**src/host_port_pkg.sv**
```systemverilog
// Constants shared by the parallel host port and its pin filter.
`default_nettype none

package host_port_pkg;

    // Widths of the host bus.
    localparam int ADDR_W = 3;
    localparam int DATA_W = 8;

    // Layout of the synchronised pin vector.
    localparam int PIN_W     = 14;
    localparam int PIN_DATA  = 0;
    localparam int PIN_ADDR  = 8;
    localparam int PIN_CHANNEL_PICK = 11;
    localparam int PIN_WR    = 12;
    localparam int PIN_RD    = 13;
    localparam int PIN_CS    = 14;
    localparam int PIN_ALL_W = 15;

    // Idle pin levels: chip select and both strobes high, the rest low.
    localparam logic [PIN_ALL_W-1:0] PIN_IDLE = 15'h7000;

    // Bit of the alternate function configuration that merges channels.
    localparam int AFC_BROADCAST = 0;

    // Reset values of the host-facing outputs.
    localparam logic [DATA_W-1:0] DATA_RESET = 8'h00;

    // Read sequencing phases.
    typedef enum logic [0:0] {
        PHASE_IDLE,
        PHASE_FETCH
    } phase_type;

endpackage : host_port_pkg

`default_nettype wire

```
**src/dual_uart_host_bus_port.sv**
```systemverilog
// Strobe-driven parallel host port of a two-channel serial controller.
`default_nettype none

////////////////////////////////////////////////////////////////////////////////
module dual_uart_host_bus_port (
    // Clock and reset.
    input  wire logic                              clk_i,
    input  wire logic                              rst_b_i,
    // Host bus pins.
    input  wire logic                              cs_n_i,
    input  wire logic                              read_strobe_n_i,
    input  wire logic                              write_strobe_n_i,
    input  wire logic                              channel_pick_i,
    input  wire logic                              reg_addr_bit2_i,
    input  wire logic                              reg_addr_bit1_i,
    input  wire logic                              reg_addr_bit0_i,
    input  wire logic [host_port_pkg::DATA_W-1:0]  data_i,
    output logic      [host_port_pkg::DATA_W-1:0]  data_o,
    output logic                                   data_oe_o,
    // Register access towards the two channels.
    input  wire logic [host_port_pkg::DATA_W-1:0]  alternate_function_config_i,
    output logic      [host_port_pkg::ADDR_W-1:0]  reg_addr_o,
    output logic      [host_port_pkg::DATA_W-1:0]  wr_data_o,
    output logic                                   wr_chan_a_o,
    output logic                                   wr_chan_b_o,
    output logic                                   rd_chan_a_o,
    output logic                                   rd_chan_b_o,
    input  wire logic [host_port_pkg::DATA_W-1:0]  rd_data_a_i,
    input  wire logic [host_port_pkg::DATA_W-1:0]  rd_data_b_i,
    // Channel status in and status pins out.
    input  wire logic                              irq_req_a_i,
    input  wire logic                              irq_req_b_i,
    input  wire logic                              tx_ready_a_i,
    input  wire logic                              tx_ready_b_i,
    output logic                                   irq_chan_a_o,
    output logic                                   irq_chan_b_o,
    output logic                                   tx_ready_chan_a_n_o,
    output logic                                   tx_ready_chan_b_n_o
);

    typedef struct packed {
        logic                               rd_prev;
        logic                               wr_prev;
        host_port_pkg::phase_type           phase;
        logic                               read_a;
        logic                               write_a;
        logic [host_port_pkg::ADDR_W-1:0]   addr;
        logic [host_port_pkg::DATA_W-1:0]   wdata;
        logic [host_port_pkg::DATA_W-1:0]   rdata;
        logic                               oe;
        logic                               wr_a;
        logic                               wr_b;
        logic                               rd_a;
        logic                               rd_b;
        logic                               irq_a;
        logic                               irq_b;
        logic                               txr_a_n;
        logic                               txr_b_n;
    } state_type;

    localparam state_type STATE_RESET = '{
        rd_prev: 1'b1,
        wr_prev: 1'b1,
        phase:   host_port_pkg::PHASE_IDLE,
        read_a:  1'b0,
        write_a: 1'b0,
        addr:    3'h0,
        wdata:   host_port_pkg::DATA_RESET,
        rdata:   host_port_pkg::DATA_RESET,
        oe:      1'b0,
        wr_a:    1'b0,
        wr_b:    1'b0,
        rd_a:    1'b0,
        rd_b:    1'b0,
        irq_a:   1'b0,
        irq_b:   1'b0,
        txr_a_n: 1'b1,
        txr_b_n: 1'b1
    };

    ////////////////////////////////////////////////////////////////////////////
    // Pin synchronisation.

    logic [host_port_pkg::PIN_ALL_W-1:0] pins_raw;
    logic [host_port_pkg::PIN_ALL_W-1:0] pins_f;
    logic                                cs_f;
    logic                                rd_f;
    logic                                wr_f;
    logic                                pick_f;
    logic [host_port_pkg::ADDR_W-1:0]    addr_f;
    logic [host_port_pkg::DATA_W-1:0]    data_f;
    logic                                rd_fall;
    logic                                wr_fall;
    logic                                wr_rise;
    logic                                broadcast;

    state_type st_reg;
    state_type st_next;

    // Address and data are filtered with the strobes, so they keep the same
    // timing relation to them that the host gave on the pins.
    assign pins_raw = {cs_n_i, read_strobe_n_i, write_strobe_n_i,
                       channel_pick_i, reg_addr_bit2_i, reg_addr_bit1_i,
                       reg_addr_bit0_i, data_i};

    pin_filter u_pin_filter (
        .clk_i   (clk_i),
        .rst_b_i (rst_b_i),
        .pin_i   (pins_raw),
        .level_o (pins_f)
    );

    assign cs_f   = pins_f[host_port_pkg::PIN_CS];
    assign rd_f   = pins_f[host_port_pkg::PIN_RD];
    assign wr_f   = pins_f[host_port_pkg::PIN_WR];
    assign pick_f = pins_f[host_port_pkg::PIN_CHANNEL_PICK];
    assign addr_f = pins_f[host_port_pkg::PIN_ADDR +: host_port_pkg::ADDR_W];
    assign data_f = pins_f[host_port_pkg::PIN_DATA +: host_port_pkg::DATA_W];

    assign rd_fall   = st_reg.rd_prev & ~rd_f;
    assign wr_fall   = st_reg.wr_prev & ~wr_f;
    assign wr_rise   = ~st_reg.wr_prev & wr_f;
    assign broadcast =
        alternate_function_config_i[host_port_pkg::AFC_BROADCAST];

    ////////////////////////////////////////////////////////////////////////////
    // Access sequencing.

    always_comb begin
        st_next         = st_reg;
        st_next.rd_prev = rd_f;
        st_next.wr_prev = wr_f;
        st_next.wr_a    = 1'b0;
        st_next.wr_b    = 1'b0;
        st_next.rd_a    = 1'b0;
        st_next.rd_b    = 1'b0;
        // The bus is driven only inside a selected read, never otherwise.
        st_next.oe      = ~cs_f & ~rd_f;

        case (st_reg.phase)
            host_port_pkg::PHASE_IDLE: begin
                if (rd_fall && !cs_f) begin
                    st_next.read_a = pick_f;
                    st_next.addr   = addr_f;
                    st_next.rd_a   = pick_f;
                    st_next.rd_b   = ~pick_f;
                    st_next.phase  = host_port_pkg::PHASE_FETCH;
                end
            end
            host_port_pkg::PHASE_FETCH: begin
                // The channel answers in the same cycle as the read pulse; the
                // byte then stays put so the host can take it at its rising
                // strobe however late that comes.
                st_next.rdata = st_reg.read_a ? rd_data_a_i
                                              : rd_data_b_i;
                st_next.phase = host_port_pkg::PHASE_IDLE;
            end
            default: begin
                st_next.phase = host_port_pkg::PHASE_IDLE;
            end
        endcase

        if (wr_fall && !cs_f) begin
            st_next.write_a = pick_f;
        end
        if (wr_rise && !cs_f) begin
            st_next.addr  = addr_f;
            st_next.wdata = data_f;
            st_next.wr_a  = broadcast | st_reg.write_a;
            st_next.wr_b  = broadcast | ~st_reg.write_a;
        end

        st_next.irq_a   = irq_req_a_i;
        st_next.irq_b   = irq_req_b_i;
        st_next.txr_a_n = ~tx_ready_a_i;
        st_next.txr_b_n = ~tx_ready_b_i;
    end

    always_ff @(posedge clk_i) begin
        if (!rst_b_i) begin
            st_reg <= STATE_RESET;
        end else begin
            st_reg <= st_next;
        end
    end

    ////////////////////////////////////////////////////////////////////////////
    // Outputs.

    assign data_o              = st_reg.rdata;
    assign data_oe_o           = st_reg.oe;
    assign reg_addr_o          = st_reg.addr;
    assign wr_data_o           = st_reg.wdata;
    assign wr_chan_a_o         = st_reg.wr_a;
    assign wr_chan_b_o         = st_reg.wr_b;
    assign rd_chan_a_o         = st_reg.rd_a;
    assign rd_chan_b_o         = st_reg.rd_b;
    assign irq_chan_a_o        = st_reg.irq_a;
    assign irq_chan_b_o        = st_reg.irq_b;
    assign tx_ready_chan_a_n_o = st_reg.txr_a_n;
    assign tx_ready_chan_b_n_o = st_reg.txr_b_n;
endmodule : dual_uart_host_bus_port

`default_nettype wire

```
**src/pin_filter.sv**
```systemverilog
// Three-stage synchroniser that accepts a pin change once stages agree.
`default_nettype none

module pin_filter (
    // Clock and reset.
    input  wire logic                                 clk_i,
    input  wire logic                                 rst_b_i,
    // Raw pins and their accepted levels.
    input  wire logic [host_port_pkg::PIN_ALL_W-1:0]  pin_i,
    output logic      [host_port_pkg::PIN_ALL_W-1:0]  level_o
);

    typedef struct packed {
        logic [host_port_pkg::PIN_ALL_W-1:0] s1;
        logic [host_port_pkg::PIN_ALL_W-1:0] s2;
        logic [host_port_pkg::PIN_ALL_W-1:0] s3;
        logic [host_port_pkg::PIN_ALL_W-1:0] level;
    } filter_type;

    filter_type st_reg;
    filter_type st_next;

    // The first stage feeds only the second; the level only moves on bits
    // where the second and third stages hold the same value.
    always_comb begin
        st_next       = st_reg;
        st_next.s1    = pin_i;
        st_next.s2    = st_reg.s1;
        st_next.s3    = st_reg.s2;
        st_next.level = (st_reg.s2 & ~(st_reg.s2 ^ st_reg.s3))
                      | (st_reg.level & (st_reg.s2 ^ st_reg.s3));
    end

    always_ff @(posedge clk_i) begin
        if (!rst_b_i) begin
            st_reg <= {4{host_port_pkg::PIN_IDLE}};
        end else begin
            st_reg <= st_next;
        end
    end

    assign level_o = st_reg.level;

endmodule : pin_filter

`default_nettype wire

```
**config.mk**
```make
export PLATFORM = sky130hd
export DESIGN_NAME = dual_uart_host_bus_port
export DESIGN_NICKNAME = d
export VERILOG_FILES = /design/src/host_port_pkg.sv /design/src/dual_uart_host_bus_port.sv /design/src/pin_filter.sv
export SDC_FILE = /design/constraint.sdc
export NUM_CORES = 1
export LEC_CHECK = 0
export BUFFER_PORTS_ARGS = -buffer_cell sky130_fd_sc_hd__buf_2
export CORE_ASPECT_RATIO = 1.4
export CORE_MARGIN = 4
export CORE_UTILIZATION = 50
export DETAILED_ROUTE_END_ITERATION = 16
export GPL_ROUTABILITY_DRIVEN = 0
export PLACE_DENSITY_LB_ADDON = 0.25
export SLEW_MARGIN = 5
export SYNTH_ARGS = -nofsm -noshare
export SYNTH_HDL_FRONTEND = slang
export SYNTH_SLANG_ARGS = --single-unit
```
**constraint.sdc**
```tcl
create_clock -name clk_i -period 3.9 [get_ports clk_i]
set_input_delay 0.78 -clock clk_i [delete_from_list [all_inputs] [get_ports clk_i]]
set_output_delay 0.78 -clock clk_i [all_outputs]
set_load 0.02 [all_outputs]
```
==> run summary, run 1 <==
ROUTE
------------------------------------------------------------------------------------
Detailed Route Iter0 Violations .......................................           70
Vias after detailed routing ...........................................         1903
Number of DRC violations after detailed routing .......................            0
Drt via density .......................................................        4.676
First-pass iteration count of the detailed router .....................            4
Average routed wire per standard cell .................................     10.86 µm
Post-route ant nets ...................................................            0
Post-detailed-routing wire length .....................................      4419 µm

STA
------------------------------------------------------------------------------------
Fmax ..................................................................    589.0 MHz
Unrepaired setup endpoints after global routing .......................        false
Min setup slack post-route ............................................     2.202 ns
Slew of the pin with the lowest slew margin ...........................    0.5663 ns
Final TNS setup .......................................................         0 ns
Part of the cycle the worst path needs ................................       43.54%
Count of final max-slew check failures ................................            0
Final hold slack ......................................................    0.4154 ns
Tmin final ............................................................     1.698 ns
Final hold violations .................................................            0
Worst slew margin relative to its limit ...............................       61.71%
Final setup violation count ...........................................            0
Worst clock skew ......................................................   0.01031 ns

SETUP PATH
------------------------------------------------------------------------------------
Buf+Inv Stages, Crit Path .............................................            2
Launching element type of the critical path ...........................    input pin
Endpoint required time on the critical path ...........................      4.17 ns
Slowest cell on the critical path ..................................... sky130_fd_sc_hd__buf_4
Kind of end point of the critical path ................................     register
Arrival @ worst endpoint ..............................................      1.96 ns
Largest delay share family, worst path ................................ buffers and inverters
Critical-path cell list ............................................... buf_2, buf_4, a21boi_0
Largest stage delay on the critical path ..............................      0.46 ns
Setup CP Type ......................................................... input pin to register
Maximum fanout encountered on the critical timing path ................           50

FINISH
------------------------------------------------------------------------------------
Growth of design area from synthesis to finish ........................       13.13%
Filler cells ..........................................................          538
Number of diodes ......................................................            0
Total Nets Final ......................................................          378
Fraction of final layout cells with drive strength greater than 1 .....       24.93%

LOGIC SYNTHESIS
------------------------------------------------------------------------------------
Cell types occupying the most area after synthesis .................... sky130_fd_sc_hd__dfxtp_1 (60%), sky130_fd_sc_hd__and2_1 (7.8%), sky130_fd_sc_hd__mux2i_1 (6.7%)
Warnings, synthesis ...................................................            0
Mapped Area ...........................................................     3115 µm²
Mapped Nets ...........................................................          334
Yosys top cell by area ................................................ sky130_fd_sc_hd__dfxtp_1
Unique cell type count in the Yosys netlist ...........................           20
Count leader, synth ................................................... sky130_fd_sc_hd__dfxtp_1
Fraction of synthesis flops using an asynchronous set or reset pin ....           0%
FF+latch count, synth .................................................           93
Number of enable flip-flop cells after synthesis ......................            0
Predominant post-synthesis flop cell .................................. sky130_fd_sc_hd__dfxtp_1
Leading cell types by count after synthesis ........................... sky130_fd_sc_hd__dfxtp_1 (93), sky130_fd_sc_hd__and2_1 (39), sky130_fd_sc_hd__nand2_1 (29), sky130_fd_sc_hd__mux2i_1 (21), sky130_fd_sc_hd__buf_4 (20)
Area share of the largest cell type after synthesis ...................       59.76%
Mean instance size in the synthesized netlist .........................    10.78 µm²
Sequential cell area fraction in the yosys report .....................       59.76%
Cell count after synthesis ............................................          289

CLOCK TREE
------------------------------------------------------------------------------------
Number of buffers added by the clock tree synthesis step ..............            9
Clock root buffer ..................................................... sky130_fd_sc_hd__clkbuf_8
CTS tree ..............................................................        built
Clock-pin slew on the worst setup and hold paths ......................      0.09 ns
Count of cells resized by post-cts repair .............................            0
Buffer levels on the longest clock path ...............................            2
TritonCTS sink count ..................................................           93
Clock latency on the worst-skew pair ..................................      0.35 ns
H-tree depth reported by CTS ..........................................            3
Number of buffers inserted for hold repair after clock tree synthesis .            0
Setup Buffers After CTS ...............................................            0

FLOORPLANNING
------------------------------------------------------------------------------------
Die footprint .........................................................     7576 µm²
Die width .............................................................     74.72 µm
Number of I/O pins ....................................................           73
Floorplan row count ...................................................           33
Core area .............................................................     5946 µm²
Starting density of the core ..........................................       52.40%
Height of the die .....................................................     101.4 µm

GLOBAL ROUTING
------------------------------------------------------------------------------------
Overflow left after global routing ....................................            0
Antenna violations before repair ......................................            0
Total global routing track utilization ................................       12.50%
Via count of the first global-routing pass ............................         1704
Pin count of the biggest net entering global routing ..................           51
Global-route wire length before repair ................................      7120 µm

OUTCOME
------------------------------------------------------------------------------------
Outcome ............................................................... complete, no violations

POWER
------------------------------------------------------------------------------------
Lkg Pwr ...............................................................     1.483 nW
Power per Cell Area ................................................... 466.6 nW/µm²
Maximum vdd drop ......................................................    0.2943 mV

WORST HOLD PATH
------------------------------------------------------------------------------------
Worst min path class .................................................. register to register

JOB
------------------------------------------------------------------------------------
Max_cap viols .........................................................            0

PLACEMENT
------------------------------------------------------------------------------------
Setup slack at placement ..............................................     1.801 ns
Detailed placer's ending HPWL .........................................      3046 µm
Count of input and output buffers .....................................           65

[cell families after synthesis]
logic type	after synthesis	share of synthesized area, %
AND/OR/NAND/NOR	101	17.79
flip-flops	93	59.76
AO/OA/AOI/OAI	39	8.514
buffers and inverters	35	7.189
multiplexers	21	6.747
[final cells by class]
type,instances,area (µm²),area share (%)
multi-input combinational,161,1035,29.36
clock buffer,9,123.9,3.514
timing repair buffer,67,340.3,9.656
sequential,93,1862,52.82
inverter,1,3.754,0.1065
tap,70,87.58,2.485
clock inverter,6,72.57,2.059
[cells in the final DEF, fill, tap and decap left out, types with 2 or more instances in the layout]
cell type	Yosys	final
sky130_fd_sc_hd__clkbuf_8	0	9
sky130_fd_sc_hd__o211a_1	8	8
sky130_fd_sc_hd__clkinv_4	0	2
sky130_fd_sc_hd__dfxtp_1	93	93
sky130_fd_sc_hd__buf_4	20	2
sky130_fd_sc_hd__o21ai_0	15	15
sky130_fd_sc_hd__nand2b_1	10	10
sky130_fd_sc_hd__nor2_1	6	6
sky130_fd_sc_hd__buf_2	2	65
sky130_fd_sc_hd__nand2_1	29	29
sky130_fd_sc_hd__mux2i_1	21	21
sky130_fd_sc_hd__a21oi_1	4	4
sky130_fd_sc_hd__and2_1	39	39
sky130_fd_sc_hd__nor4b_1	2	2
sky130_fd_sc_hd__a21boi_0	12	12
sky130_fd_sc_hd__inv_6	0	2
sky130_fd_sc_hd__nor2b_1	11	11
[routing by layer]
metal | part of all wire (%) | wire (µm) | GRT usage [%]
met4 | 2.5 | 109 | 9.041
met1 | 43 | 1887 | 13.24
met3 | 5.0 | 222 | 3.476
met5 | 0 | 0 | 0
met2 | 50 | 2199 | 20.79
[report_power, final]
| part | switching, mW | internal (mW) | total, mW |
|---|---|---|---|
| registers | 0.00737 | 0.970 | 0.977 |
| clock network | 0.315 | 0.299 | 0.614 |
| logic | 0.0238 | 0.0294 | 0.0532 |
[through the flow]
stage          area (µm²)  utilization, %  std cells  power (mW)
3_5_place_dp         3328           55.98        392       1.054
4_1_cts              3525           59.28        407       1.674
6_report             3525           59.28        407       1.645
3_3_place_gp         3328           55.98        392       1.053
5_1_grt              3525           59.28        407       1.720
2_1_floorplan        3115               -        289       1.030
[path summary, 6_finish.rpt]
kind,startpoint,end,slack (ns),cells past startpoint
setup / recovery,rst_b_i,register,2.20,3
hold / removal,u_pin_filter.st_next[44],u_pin_filter.st_next[29],0.42,1
setup reg to reg,st_reg[30],reg_addr_o[2],2.24,3
hold reg to reg,u_pin_filter.st_next[44],u_pin_filter.st_next[29],0.42,1
No activity file was read; power rests on OpenSTA's default activity.
==> run 2: changes to the inputs <==
==> constraint.sdc (replaced) <==
create_clock -name clk_i -period 1.7 [get_ports clk_i]
set_input_delay 0.34 -clock clk_i [delete_from_list [all_inputs] [get_ports clk_i]]
set_output_delay 0.34 -clock clk_i [all_outputs]
set_load 0.02 [all_outputs]
==> run 2 against run 1 <==
Compared with the run above: critical path depth unchanged; non-clock buffer count is 2 higher; count of clock-buffer cells in the layout unchanged; worst setup slack got worse by 1.9 ns; final area increased by 0.89%; total power rose by 130%; clock skew is 0.00052 ns higher; sequential share of layout area down 0.46 points; worst hold slack lost 0.27 ns; core utilization up 0.53 points; register-to-register slack lost 2.0 ns; wire length grew 3.4%; largest power group unchanged.
==> run summary, run 2 (synthesized netlist as in run 1, its figures left out) <==
FLOORPLANNING
------------------------------------------------------------------------------------
Floorplan row count ...................................................           33   unchanged
Die width .............................................................     74.72 µm   unchanged
Height of the die .....................................................     101.4 µm   unchanged
Starting density of the core ..........................................       52.40%   unchanged
Die footprint .........................................................     7576 µm²   unchanged
Core area .............................................................     5946 µm²   unchanged
Number of I/O pins ....................................................           73   unchanged

POWER
------------------------------------------------------------------------------------
Power per Cell Area ...................................................  1067 nW/µm²   +130%
Clock network fraction of design power ................................        37.6%   +0.3 points
Switching component of the power ......................................     815.7 µW   +140%
Combinational share of power ..........................................         3.3%   about the same
Fraction of power consumed by sequential logic ........................        59.1%   -0.3 points
Internal cell power ...................................................     2.979 mW   +130%
Lkg Pwr ...............................................................     1.496 nW   +0.90%
Maximum vdd drop ......................................................    0.7806 mV   +170%
Switching share of power ..............................................       21.49%   +0.45 points

WORST HOLD PATH
------------------------------------------------------------------------------------
End point of the worst hold path ...................................... tx_ready_chan_b_n_o
Start point of the worst min-delay path ............................... tx_ready_b_i
Number of cells traversed by the worst hold path ......................            2   +1
Worst min path class .................................................. input pin to register

GLOBAL ROUTING
------------------------------------------------------------------------------------
Antenna violations before repair ......................................            0   unchanged
Pin count of the biggest net entering global routing ..................           91   +78%
Overflow left after global routing ....................................            0   unchanged
Via count of the first global-routing pass ............................         1798   +5.5%
Total global routing track utilization ................................       13.61%   +1.1 points
Global-route wire length before repair ................................      7755 µm   +8.9%

STA
------------------------------------------------------------------------------------
Worst slew margin relative to its limit ...............................       67.22%   +5.5 points
Tmin final ............................................................     1.433 ns
Min setup slack post-route ............................................    0.2671 ns   -1.935 ns
Fmax ..................................................................    697.9 MHz
Slew of the pin with the lowest slew margin ...........................    0.4911 ns   -0.07526 ns
Part of the cycle the worst path needs ................................       84.29%
Final setup violation count ...........................................            0   unchanged
Final hold violations .................................................            0   unchanged
Worst clock skew ......................................................   0.01082 ns   +0.0005180 ns
Unrepaired setup endpoints after global routing .......................        false
Count of final max-slew check failures ................................            0   unchanged
Final TNS setup .......................................................         0 ns   unchanged

FINISH
------------------------------------------------------------------------------------
End-of-flow core utilization ..........................................       59.81%   +0.53 points
Sequential Area .......................................................     1862 µm²   unchanged
Area of combinational cells with multiple inputs ......................     1035 µm²   unchanged
Total Nets Final ......................................................          380   +0.53%
Most frequent cells in the layout ..................................... sky130_fd_sc_hd__dfxtp_1 (93), sky130_fd_sc_hd__buf_2 (65), sky130_fd_sc_hd__and2_1 (39), sky130_fd_sc_hd__nand2_1 (29), sky130_fd_sc_hd__mux2i_1 (21)
Fraction of final layout cells with drive strength greater than 1 .....       25.59%   +0.66 points
Growth of design area from synthesis to finish ........................       14.14%
Number of diodes ......................................................            0   unchanged
Filler cells ..........................................................          521   -3.2%
Most common cell after layout, fill and taps aside .................... sky130_fd_sc_hd__dfxtp_1

PLACEMENT
------------------------------------------------------------------------------------
Setup slack at placement ..............................................    0.2548 ns   -1.546 ns
Detailed placer's ending HPWL .........................................      3040 µm   -0.19%
Count of input and output buffers .....................................           65   unchanged

CLOCK TREE
------------------------------------------------------------------------------------
Clock root buffer ..................................................... sky130_fd_sc_hd__clkbuf_8
Clock latency on the worst-skew pair ..................................      0.35 ns   about the same
TritonCTS sink count ..................................................           93   unchanged
Count of cells resized by post-cts repair .............................            0   unchanged
Clock-pin slew on the worst setup and hold paths ......................      0.09 ns   about the same
Setup Buffers After CTS ...............................................            0   unchanged
H-tree depth reported by CTS ..........................................            3   unchanged
CTS tree ..............................................................        built
Number of buffers added by the clock tree synthesis step ..............            9   unchanged
Number of buffers inserted for hold repair after clock tree synthesis .            0   unchanged
Buffer levels on the longest clock path ...............................            2   unchanged

SETUP PATH
------------------------------------------------------------------------------------
Setup CP Type ......................................................... register to register
Launching element type of the critical path ...........................     register
Arrival @ worst endpoint ..............................................      1.71 ns   -0.25 ns
Kind of end point of the critical path ................................     register
Largest delay share family, worst path ................................ simple AND/OR/NAND/NOR gates
Endpoint required time on the critical path ...........................      1.98 ns   -2.19 ns
RR Endpoint ........................................................... reg_addr_o[2]
Register-to-register setup slack ......................................      0.27 ns   -1.97 ns
Slowest cell on the critical path ..................................... sky130_fd_sc_hd__nor4b_1
Largest stage delay on the critical path ..............................      0.45 ns   about the same
Maximum fanout encountered on the critical timing path ................            3   -94%
Worst Reg2Reg Path Length in Cells ....................................            3   unchanged
Critical-path cell list ............................................... nor4b_1, or2_0, mux2i_1
Buf+Inv Stages, Crit Path .............................................            0   -2

ROUTE
------------------------------------------------------------------------------------
Number of DRC violations after detailed routing .......................            0   unchanged
Detailed Route Iter0 Violations .......................................           99   +41%
Average routed wire per standard cell .................................     11.14 µm   +2.6%
Post-detailed-routing wire length .....................................      4568 µm   +3.4%
Post-route ant nets ...................................................            0   unchanged
Drt via density .......................................................        4.737   +1.3%
Vias after detailed routing ...........................................         1942   +2.0%
First-pass iteration count of the detailed router .....................            4   unchanged

JOB
------------------------------------------------------------------------------------
Max_cap viols .........................................................            0   unchanged

OUTCOME
------------------------------------------------------------------------------------
Outcome ............................................................... complete, no violations

[run 2: worst reg2reg max path: stages (launching register included)]
cell                      delay [ns]
sky130_fd_sc_hd__dfxtp_1        0.33
sky130_fd_sc_hd__nor4b_1        0.45
sky130_fd_sc_hd__or2_0          0.36
sky130_fd_sc_hd__mux2i_1        0.23
[run 2: layer usage]
layer	global-route usage [%]	wire length [µm]	share of wire (%)
met1	14.55	1895	41
met2	22.82	2299	50
met3	3.277	257	5.6
met4	9.863	115	2.5
met5	0	0	0
[run 2: cell type report]
cell class	instances	share of cell area, %
Sequential cell	93	52.36
Clock buffer	9	3.483
Inverter	1	0.1056
Timing Repair Buffer	69	10.34
Tap cell	70	2.463
Multi-Input combinational cell	161	29.10
Clock inverter	7	2.146
[run 2: through the flow]
stage | cells | power [mW] | hold slack [ns] | instance area (µm²)
after global placement | 394 | 2.419 | 0.3882 | 3356
after floorplan | 289 | 2.363 | 0.3863 | 3115
after global routing | 410 | 3.960 | 0.1312 | 3556
after detailed placement | 394 | 2.423 | 0.3924 | 3356
final | 410 | 3.795 | 0.1422 | 3556
after CTS | 410 | 3.853 | 0.1247 | 3556
[run 2: worst max path at each step]
stage,startpoint,slack [ns],to,cells after the start
CTS,register,0.23,reg_addr_o[2],3
detailed placement,register,0.25,reg_addr_o[2],3
global placement,register,0.28,reg_addr_o[1],3
finish,register,0.27,reg_addr_o[2],3
global route,register,0.11,reg_addr_o[1],3
floorplan,st_reg[30],0.44,reg_addr_o[0],5
[run 2: power groups by stage]
| stage | logic [mW] | registers, mW | clock network (mW) |
|---|---|---|---|
| after CTS | 0.129 | 2.24 | 1.48 |
| after floorplan | 0.0663 | 2.30 | 0 |
| after detailed placement | 0.129 | 2.29 | 0 |
| after global placement | 0.127 | 2.29 | 0 |
| final | 0.126 | 2.24 | 1.43 |
| after global routing | 0.144 | 2.25 | 1.56 |
